$ cat src/verilog/host_port_pkg.sv
// package: register map, field layout and types of the host port pin-function block
package host_port_pkg;
    // register offsets on the plain register port
    localparam logic [3:0] OFS_CTRL = 4'h0;
    localparam logic [3:0] OFS_DIR = 4'h1;
    localparam logic [3:0] OFS_GPIO_OUT = 4'h2;
    localparam logic [3:0] OFS_GPIO_IN = 4'h3;
    localparam logic [3:0] OFS_TX = 4'h4;
    localparam logic [3:0] OFS_RX = 4'h5;
    localparam logic [3:0] OFS_CMD = 4'h6;
    localparam logic [3:0] OFS_CORE_RX = 4'h7;
    localparam logic [3:0] OFS_STATUS = 4'h8;
    localparam logic [3:0] OFS_MASK = 4'h9;
    localparam logic [3:0] OFS_CORE_TX = 4'hA;
    // control register fields
    localparam int CTRL_W = 24;
    localparam int MODE_LSB = 0;
    localparam int DIR_POL_BIT = 2;
    localparam logic [23:0] CTRL_RESET = 24'h00_0000;
    // mode codes in the control register
    localparam logic [1:0] MODE_GPIO = 2'h0;
    localparam logic [1:0] MODE_PCI = 2'h1;
    localparam logic [1:0] MODE_GENERIC = 2'h2;
    // pin count of the port
    localparam int PINS = 22;
    localparam logic [21:0] DIR_RESET = 22'h00_0000;
    // status bits
    localparam int ST_RX_FULL = 0;
    localparam int ST_TX_EMPTY = 1;
    localparam int ST_CMD = 2;
    localparam logic [2:0] ST_RESET = 3'h0;

    typedef enum logic [1:0] {PIN_GPIO, PIN_PCI, PIN_GENERIC, PIN_OFF} pin_mode_t;

    // one two-way pin group towards the pads
    typedef struct packed {
        logic [21:0] out;
        logic [21:0] oe;
    } pad_drive_t;

    // register port request
    typedef struct packed {
        logic [3:0] addr;
        logic [23:0] wdata;
        logic wr;
        logic rd;
    } reg_req_t;
endpackage

$ cat src/verilog/host_port_pin_function_select.sv
// module: pin-function selection and data path of the 22-pin host port
`timescale 1ns/100ps
module host_port_pin_function_select
(
    // clock and reset
    input wire logic clk,
    input wire logic rst_b,
    // core register port
    input wire host_port_pkg::reg_req_t req,
    output logic [23:0] rdata,
    output logic irq,
    // host side strobes (decoded from the selected bus)
    input wire logic host_tx_wr,
    input wire logic [23:0] host_tx_data,
    input wire logic host_rx_rd,
    input wire logic host_cmd_wr,
    input wire logic [7:0] host_cmd_vec,
    // pads
    input wire logic [21:0] pad_in,
    output host_port_pkg::pad_drive_t pad,
    // decoded host bus fields
    output logic [10:0] generic_address,
    output logic [15:0] muxed_addr_data_in,
    output logic [3:0] command_byte_enable_lines,
    output logic target_ready_in,
    output logic initiator_ready_in,
    output logic [7:0] command_vector,
    output logic host_command_bit,
    // host view of receive path
    output logic [23:0] host_rx_data,
    output logic receive_full_flag,
    output logic transmit_empty_flag
);
    // software registers
    logic [23:0] port_control_register; // mode and polarity
    logic [21:0] pin_direction_register; // one = output in gpio mode
    logic [21:0] gpio_out_reg; // gpio drive values
    logic [2:0] mask_reg; // interrupt mask
    logic [2:0] status_reg; // sticky events
    logic [23:0] core_side_receive_register; // filled from transmit bytes
    logic [23:0] transmit_bytes_reg; // transmit_byte_high/middle/low
    logic [23:0] receive_bytes_reg; // receive_byte_high/middle/low
    logic core_rx_full_reg; // core register holds unread data
    logic [21:0] pad_in_reg; // registered pad samples
    // host-side core outputs driven onto the muxed bus
    logic [15:0] pci_ad_out_reg;
    logic [3:0] pci_cbe_out_reg;
    logic pci_ad_oe_reg;
    logic [7:0] generic_data_out_reg;
    logic generic_read_reg;
    host_port_pkg::pin_mode_t mode;

    // decode the mode field; an unused code leaves every pin released
    function automatic host_port_pkg::pin_mode_t decode_mode(input logic [23:0] ctrl);
        unique case (ctrl[host_port_pkg::MODE_LSB +: 2])
            host_port_pkg::MODE_GPIO: decode_mode = host_port_pkg::PIN_GPIO;
            host_port_pkg::MODE_PCI: decode_mode = host_port_pkg::PIN_PCI;
            host_port_pkg::MODE_GENERIC: decode_mode = host_port_pkg::PIN_GENERIC;
            default: decode_mode = host_port_pkg::PIN_OFF;
        endcase
    endfunction

    // write decode helper
    function automatic logic wr_hit(input host_port_pkg::reg_req_t r, input logic [3:0] a);
        wr_hit = r.wr && (r.addr == a);
    endfunction

    assign mode = decode_mode(port_control_register);

    // control register: the only source of pin function
    always_ff @(posedge clk or negedge rst_b)
    begin
        if (!rst_b)
            port_control_register <= host_port_pkg::CTRL_RESET;
        else if (wr_hit(req, host_port_pkg::OFS_CTRL))
            port_control_register <= req.wdata;
    end

    // direction and gpio data registers
    always_ff @(posedge clk or negedge rst_b)
    begin
        if (!rst_b)
        begin
            pin_direction_register <= host_port_pkg::DIR_RESET;
            gpio_out_reg <= host_port_pkg::DIR_RESET;
        end
        else
        begin
            if (wr_hit(req, host_port_pkg::OFS_DIR))
                pin_direction_register <= req.wdata[21:0];
            if (wr_hit(req, host_port_pkg::OFS_GPIO_OUT))
                gpio_out_reg <= req.wdata[21:0];
        end
    end

    // host-bus drive values that the core loads for pci and generic cycles
    always_ff @(posedge clk or negedge rst_b)
    begin
        if (!rst_b)
        begin
            pci_ad_out_reg <= 16'h0000;
            pci_cbe_out_reg <= 4'h0;
            pci_ad_oe_reg <= 1'b0;
            generic_data_out_reg <= 8'h00;
            generic_read_reg <= 1'b0;
        end
        else
        begin
            // a host read of the receive bytes turns the bus towards the host
            generic_read_reg <= host_rx_rd;
            pci_ad_oe_reg <= host_rx_rd;
            pci_ad_out_reg <= receive_bytes_reg[15:0];
            pci_cbe_out_reg <= 4'h0;
            generic_data_out_reg <= receive_bytes_reg[7:0];
        end
    end

    // pad drive: two flops per pin (out and oe), muxed by mode; reset releases every pin
    always_ff @(posedge clk or negedge rst_b)
    begin
        if (!rst_b)
        begin
            pad.out <= 22'h00_0000;
            pad.oe <= 22'h00_0000;
        end
        else
        begin
            unique case (mode)
                host_port_pkg::PIN_PCI:
                begin
                    pad.out <= {2'b00, pci_cbe_out_reg, pci_ad_out_reg};
                    pad.oe <= {2'b00, {4{1'b0}}, {16{pci_ad_oe_reg}}};
                    // target-ready pin 20 driven low-active by the target when answering; initiator-ready pin 21 is never driven
                    pad.out[20] <= !pci_ad_oe_reg;
                    pad.oe[20] <= pci_ad_oe_reg;
                    pad.oe[21] <= 1'b0;
                end
                host_port_pkg::PIN_GENERIC:
                begin
                    pad.out <= {1'b0, 1'b0, 4'h0, generic_data_out_reg, 8'h00};
                    pad.oe <= {2'b11, 4'h0, {8{generic_read_reg}}, 8'h00};
                    pad.out[20] <= generic_read_reg;
                    pad.out[21] <= generic_read_reg
                        ^ port_control_register[host_port_pkg::DIR_POL_BIT];
                end
                host_port_pkg::PIN_GPIO:
                begin
                    pad.out <= gpio_out_reg;
                    pad.oe <= pin_direction_register;
                end
                default:
                begin
                    pad.out <= 22'h00_0000;
                    pad.oe <= 22'h00_0000;
                end
            endcase
        end
    end

    // pad sampling and decoded host-bus fields
    always_ff @(posedge clk or negedge rst_b)
    begin
        if (!rst_b)
        begin
            pad_in_reg <= 22'h00_0000;
            generic_address <= 11'h000;
            muxed_addr_data_in <= 16'h0000;
            command_byte_enable_lines <= 4'h0;
            target_ready_in <= 1'b0;
            initiator_ready_in <= 1'b0;
        end
        else
        begin
            pad_in_reg <= pad_in;
            generic_address <= (mode == host_port_pkg::PIN_GENERIC)
                ? {pad_in[7:0], pad_in[18:16]} : 11'h000;
            muxed_addr_data_in <= (mode == host_port_pkg::PIN_PCI)
                ? pad_in[15:0] : 16'h0000;
            command_byte_enable_lines <= (mode == host_port_pkg::PIN_PCI)
                ? pad_in[19:16] : 4'h0;
            target_ready_in <= (mode == host_port_pkg::PIN_PCI) && pad_in[20];
            initiator_ready_in <= (mode == host_port_pkg::PIN_PCI) && pad_in[21];
        end
    end

    // transmit bytes from the host, moved to the core register when it is free
    always_ff @(posedge clk or negedge rst_b)
    begin
        if (!rst_b)
        begin
            transmit_bytes_reg <= 24'h00_0000;
            transmit_empty_flag <= 1'b1;
            core_side_receive_register <= 24'h00_0000;
            core_rx_full_reg <= 1'b0;
        end
        else
        begin
            // writes while not empty are ignored; the host must wait for the flag
            if (host_tx_wr && transmit_empty_flag)
            begin
                transmit_bytes_reg <= host_tx_data;
                transmit_empty_flag <= 1'b0;
            end
            else if (!transmit_empty_flag && !core_rx_full_reg)
            begin
                core_side_receive_register <= transmit_bytes_reg;
                core_rx_full_reg <= 1'b1;
                transmit_empty_flag <= 1'b1;
            end
            // a core read frees the register even while the next word waits behind it
            if (req.rd && req.addr == host_port_pkg::OFS_CORE_RX && core_rx_full_reg)
                core_rx_full_reg <= 1'b0;
        end
    end

    // receive bytes loaded by the core, read by the host
    always_ff @(posedge clk or negedge rst_b)
    begin
        if (!rst_b)
        begin
            receive_bytes_reg <= 24'h00_0000;
            receive_full_flag <= 1'b0;
            host_rx_data <= 24'h00_0000;
        end
        else
        begin
            if (wr_hit(req, host_port_pkg::OFS_CORE_TX) && !receive_full_flag)
            begin
                receive_bytes_reg <= req.wdata;
                receive_full_flag <= 1'b1;
            end
            else if (host_rx_rd && receive_full_flag)
                receive_full_flag <= 1'b0;
            host_rx_data <= receive_full_flag ? receive_bytes_reg : 24'h00_0000;
        end
    end

    // command vector: latched with the command bit; core clears the bit
    always_ff @(posedge clk or negedge rst_b)
    begin
        if (!rst_b)
        begin
            command_vector <= 8'h00;
            host_command_bit <= 1'b0;
        end
        else
        begin
            // vector is only taken while the bit is clear, so the core sees it stable
            if (host_cmd_wr && !host_command_bit)
            begin
                command_vector <= host_cmd_vec;
                host_command_bit <= 1'b1;
            end
            else if (wr_hit(req, host_port_pkg::OFS_CMD) && req.wdata[0])
                host_command_bit <= 1'b0;
        end
    end

    // sticky status: an event in the clearing cycle wins over the clear
    always_ff @(posedge clk or negedge rst_b)
    begin
        if (!rst_b)
        begin
            status_reg <= host_port_pkg::ST_RESET;
            mask_reg <= host_port_pkg::ST_RESET;
            irq <= 1'b0;
        end
        else
        begin
            if (wr_hit(req, host_port_pkg::OFS_MASK))
                mask_reg <= req.wdata[2:0];
            status_reg <= (status_reg & ~(wr_hit(req, host_port_pkg::OFS_STATUS)
                ? req.wdata[2:0] : 3'h0))
                | {host_cmd_wr && !host_command_bit,
                   !transmit_empty_flag && !core_rx_full_reg,
                   host_rx_rd && receive_full_flag};
            irq <= |(status_reg & mask_reg);
        end
    end

    // read data, valid the cycle after the read strobe
    always_ff @(posedge clk or negedge rst_b)
    begin
        if (!rst_b)
            rdata <= 24'h00_0000;
        else if (req.rd)
        begin
            unique case (req.addr)
                host_port_pkg::OFS_CTRL: rdata <= port_control_register;
                host_port_pkg::OFS_DIR: rdata <= {2'b00, pin_direction_register};
                host_port_pkg::OFS_GPIO_OUT: rdata <= {2'b00, gpio_out_reg};
                host_port_pkg::OFS_GPIO_IN: rdata <= {2'b00, pad_in_reg};
                host_port_pkg::OFS_TX: rdata <= transmit_bytes_reg;
                host_port_pkg::OFS_RX: rdata <= receive_bytes_reg;
                host_port_pkg::OFS_CMD: rdata <= {15'h0000, host_command_bit, command_vector};
                host_port_pkg::OFS_CORE_RX: rdata <= core_side_receive_register;
                host_port_pkg::OFS_STATUS: rdata <= {21'h00_0000, status_reg};
                host_port_pkg::OFS_MASK: rdata <= {21'h00_0000, mask_reg};
                default: rdata <= 24'h00_0000;
            endcase
        end
        else
            rdata <= 24'h00_0000;
    end
endmodule // host_port_pin_function_select

$ cat config.mk
export PLATFORM = sky130hd
export DESIGN_NAME = host_port_pin_function_select
export DESIGN_NICKNAME = d
export VERILOG_FILES = /design/src/verilog/host_port_pkg.sv /design/src/verilog/host_port_pin_function_select.sv
export SDC_FILE = /design/constraint.sdc
export NUM_CORES = 1
export LEC_CHECK = 0
export BUFFER_PORTS_ARGS = -buffer_cell sky130_fd_sc_hd__buf_2
export CAP_MARGIN = 20
export CORE_UTILIZATION = 57
export CTS_BUF_LIST = sky130_fd_sc_hd__clkbuf_8
export CTS_CLUSTER_DIAMETER = 60
export DETAILED_ROUTE_END_ITERATION = 6
export GPL_TIMING_DRIVEN = 0
export PLACE_DENSITY = 0.89
export SLEW_MARGIN = 20
export SYNTH_ARGS = -nofsm -noshare
export SYNTH_HDL_FRONTEND = slang
export SYNTH_SLANG_ARGS = --single-unit
$ cat constraint.sdc
create_clock -name clk -period 2.9 [get_ports clk]
set_input_delay 0.435 -clock clk [delete_from_list [all_inputs] [get_ports clk]]
set_output_delay 0.435 -clock clk [all_outputs]
set_load 0.01 [all_outputs]
==> flow_metrics.tcl <==
set metrics [dict create \
    gr-max-usage-layer "met2" \
    tightest_slew_ns 0.9725 \
    clkSinkCount 323 \
    synth_flop_cell "dfrtp_1" \
    grt_max_degree 97 \
    avgSynthCellArea_um2 14.00 \
    port_buffers 224 \
    cap_violations 0 \
    grt_use_met2 0.5025 \
    slew_headroom 0.3492 \
    clock_latency_ns 0.57 \
    clk_pin_slew_ns 0.06 \
    clock-root-buffer "clkbuf_8" \
    die-area_mm2 0.02301 \
    holdPathStages 1 \
    synth_top_family_by_area "multiplexers" \
    layout_min_cycle_time_ns 2.184 \
    max_clock_freq_mhz 457.8 \
    overflow 0 \
    synth_fa_ha_area_frac 0 \
    dp_cells 1419 \
    cellLeakagePower_nw 7.676 \
    synth-xor-area-share 0.0006859 \
    max-vdd-ir-drop_mv 0.4986 \
    drcViolationCount 0 \
    utilization 0.7087 \
    p_sw_mw 3.668 \
    yosys_warnings 0 \
    crit_required_ns 3.38 \
    power_density_mw_per_mm2 803.0 \
    avgViaCountPerCell 5.880 \
    swShare 0.2944 \
    cts_buffers 49 \
    seqPwrFrac 0.501 \
    skew_ns 0.03070 \
    die_w_um 151.7 \
    drt_iter0_markers 792 \
    initial_core_util 0.5833 \
    r2r-start "port_control_register[1]$_DFFE_PN0P_" \
    reg2reg_to "generic_address[1]$_DFF_PN0_" \
    worstHoldStart "pad_in[21]" \
    die_h_um 151.7 \
    rows 54 \
    largest_reg_flops 44 \
    use_met1 0.4530 \
    rsz0062_at_grt "false" \
    nets 1297 \
    antenna_found_initial 1 \
    cts_resized 0 \
    grt_pass1_wl_mm 53.97 \
    final_hold_viol_count 0 \
    netlist.area_leader.share 0.6310 \
    synth-async-reset-ratio 1.000 \
    status "finished clean" \
    setup-violations-final 0 \
    synth-simple-area-share 0.08123 \
    fillers 1515 \
    cp.arrival_ns 2.66 \
    hold_buffers 18 \
    vias 8956 \
    ioPinCount 226 \
    endpoint_kind "flop" \
    reg2reg_depth 5 \
    pwr-share-clk 0.303 \
    routed_wl_mm 35.95 \
    combPwrFrac 0.197 \
    crit_path_max_fanout 10 \
    htreeDepth 2 \
    n_antenna_cell 0 \
    synth.area.top_cells "dfrtp_1 63%, mux2_2 12%, mux2i_1 3.4%" \
    seq_area_frac_synth 0.6331 \
    wl_per_cell_um 23.60 \
    synth-edff-count 0 \
    drive_gt1_frac 0.4006 \
    p_int_mw 8.789 \
    hpwl_mm 25.98 \
    hp-class "in -> reg" \
    yosys.area.top_type "dfrtp_1" \
    finalNonFillerCells 1523 \
    synth_cells 912 \
    post_cts.repair.setup_buffers 0 \
    drtAntennaViolNets 0 \
    track_usage 0.3238 \
    cts_tree "built" \
    regMostFlops "pad" \
    synth_cell_type_count 54 \
    synth_nets 1001 \
    synth_mux_area_frac 0.1857 \
    gp_congestion 0.9433 \
    grt_pass1_vias 9187 \
    criticalPathCategory "reg -> reg" \
    clockBufferDepth 3 \
    cp-start-kind "flop" \
    grt_use_met3 0.06916 \
    syn_to_final_growth_pct 21.49 \
    synth_compound_area_frac 0.07594 \
    synth_area_mm2 0.01277 \
    rrSetupSlack_ns 0.72 \
    coreArea_mm2 0.02189 \
    setup_tns_ns 0 \
    drt_pre_antenna_iters 5 \
    hold_end "pad_in_reg[21]$_DFF_PN0_" \
    synth_seq_cells 323 \
    drv_slew 0 \
    fin_crit_sh 0.7533 \
]
[metal layers]
layer  vias to the layer above  part of all wire
li1                       3840                 -
met1                      4577              0.41
met2                       463              0.47
met3                        76             0.092
met4                         0             0.031
met5                         -                 0
[synth_stat cells, types with 2 or more instances]
cell type    n
a21oi_1     34
or3_1        4
nor2_1      36
nand3_1      6
nor2b_1     12
mux4_2       2
a31oi_1      8
a21o_1       4
a222oi_1     5
mux2_1       2
mux2_4      19
mux2_2     141
nor4b_1      2
inv_1        5
buf_2       23
nand2b_1    13
o32ai_1      4
and2_1      68
o22ai_1      2
a22oi_1     14
a32oi_1      3
buf_6        6
a22o_1      20
a211oi_1     2
nor3_1       4
a221oi_1     8
clkbuf_1    22
o22a_1       4
a32o_1       4
nand2_1     24
a2bb2oi_1    3
o21ai_0     22
mux2i_1     43
dfrtp_1    322
nand3_2      2
[per-stage QoR]
step / power [mW] / hold slack, ns / setup WS [ns] / area (um^2)
after floorplan: 7.485 / 0.1394 / 1.175 / 12770
after global placement: 8.518 / 0.4034 / -4.272 / 14240
after detailed placement: 8.677 / 0.3932 / 0.5983 / 14330
after CTS: 12.44 / 0.001111 / 0.7944 / 15510
after global routing: 12.99 / 0.007940 / 0.5848 / 15510
final: 12.46 / 0.02197 / 0.7156 / 15510
[how the worst max path moves through the flow]
stage | start | endpoint | slack [ns] | cells after the start
global placement | rst_b | host_rx_data[14]$_DFF_PN0_ | -4.27 | 1
detailed placement | req[28] | rdata[9]$_DFF_PN0_ | 0.60 | 7
CTS | port_control_register[1]$_DFFE_PN0P_ | generic_address[2]$_DFF_PN0_ | 0.79 | 5
finish | port_control_register[1]$_DFFE_PN0P_ | generic_address[1]$_DFF_PN0_ | 0.72 | 5
global route | port_control_register[1]$_DFFE_PN0P_ | generic_address[1]$_DFF_PN0_ | 0.58 | 5
floorplan | req[26] | receive_bytes_reg[10]$_DFFE_PN0P_ | 1.18 | 6
[logic make-up (layout without fill, tap and decap cells)]
| kind of cell | Yosys count | after routing |
|---|---|---|
| AO/OA/AOI/OAI | 139 | 139 |
| XOR/XNOR | 1 | 1 |
| buffers and inverters | 59 | 390 |
| flip-flops | 323 | 323 |
| multiplexers | 207 | 207 |
| AND/OR/NAND/NOR | 183 | 183 |
[worst max-delay path, stage by stage, from the launching register on]
cell and delay (ns):
dfrtp_1 0.32, clkbuf_1 0.34, clkinv_1 0.37, nor2_1 0.41
clkbuf_1 0.44, and2_1 0.21
[layout by cell type (no fill, tap or decap), types with 6 or more instances in the layout]
cell type / n
a21oi_1: 34
a221oi_1: 8
a22o_1: 20
a22oi_1: 14
a31oi_1: 8
and2_1: 68
buf_2: 246
buf_6: 6
clkbuf_1: 22
clkbuf_8: 61
dfrtp_1: 322
dlygate4sd3_1: 18
inv_1: 21
mux2_2: 141
mux2_4: 19
mux2i_1: 43
nand2_1: 24
nand2b_1: 13
nand3_1: 6
nor2_1: 36
nor2b_1: 12
o21ai_0: 22
[layout make-up]
cell class	instances	area, um^2	area share
multi-input combinational	530	4387	0.2828
tap	280	350.3	0.02258
buffer	53	276.5	0.01782
sequential	323	8084	0.5211
clock inverter	25	160.2	0.01032
inverter	6	22.52	0.001452
clock buffer	61	839.6	0.05412
timing repair buffer	245	1394	0.08985
[power groups by stage]
stage | sequential (mW) | clock [mW] | combinational [mW]
final | 6.24 | 3.77 | 2.45
after global routing | 6.32 | 4.01 | 2.66
after CTS | 6.20 | 3.80 | 2.44
after detailed placement | 6.27 | 0 | 2.40
after global placement | 6.22 | 0 | 2.30
after floorplan | 6.15 | 0 | 1.33
Note: power is estimated with default switching activity, not from simulation.
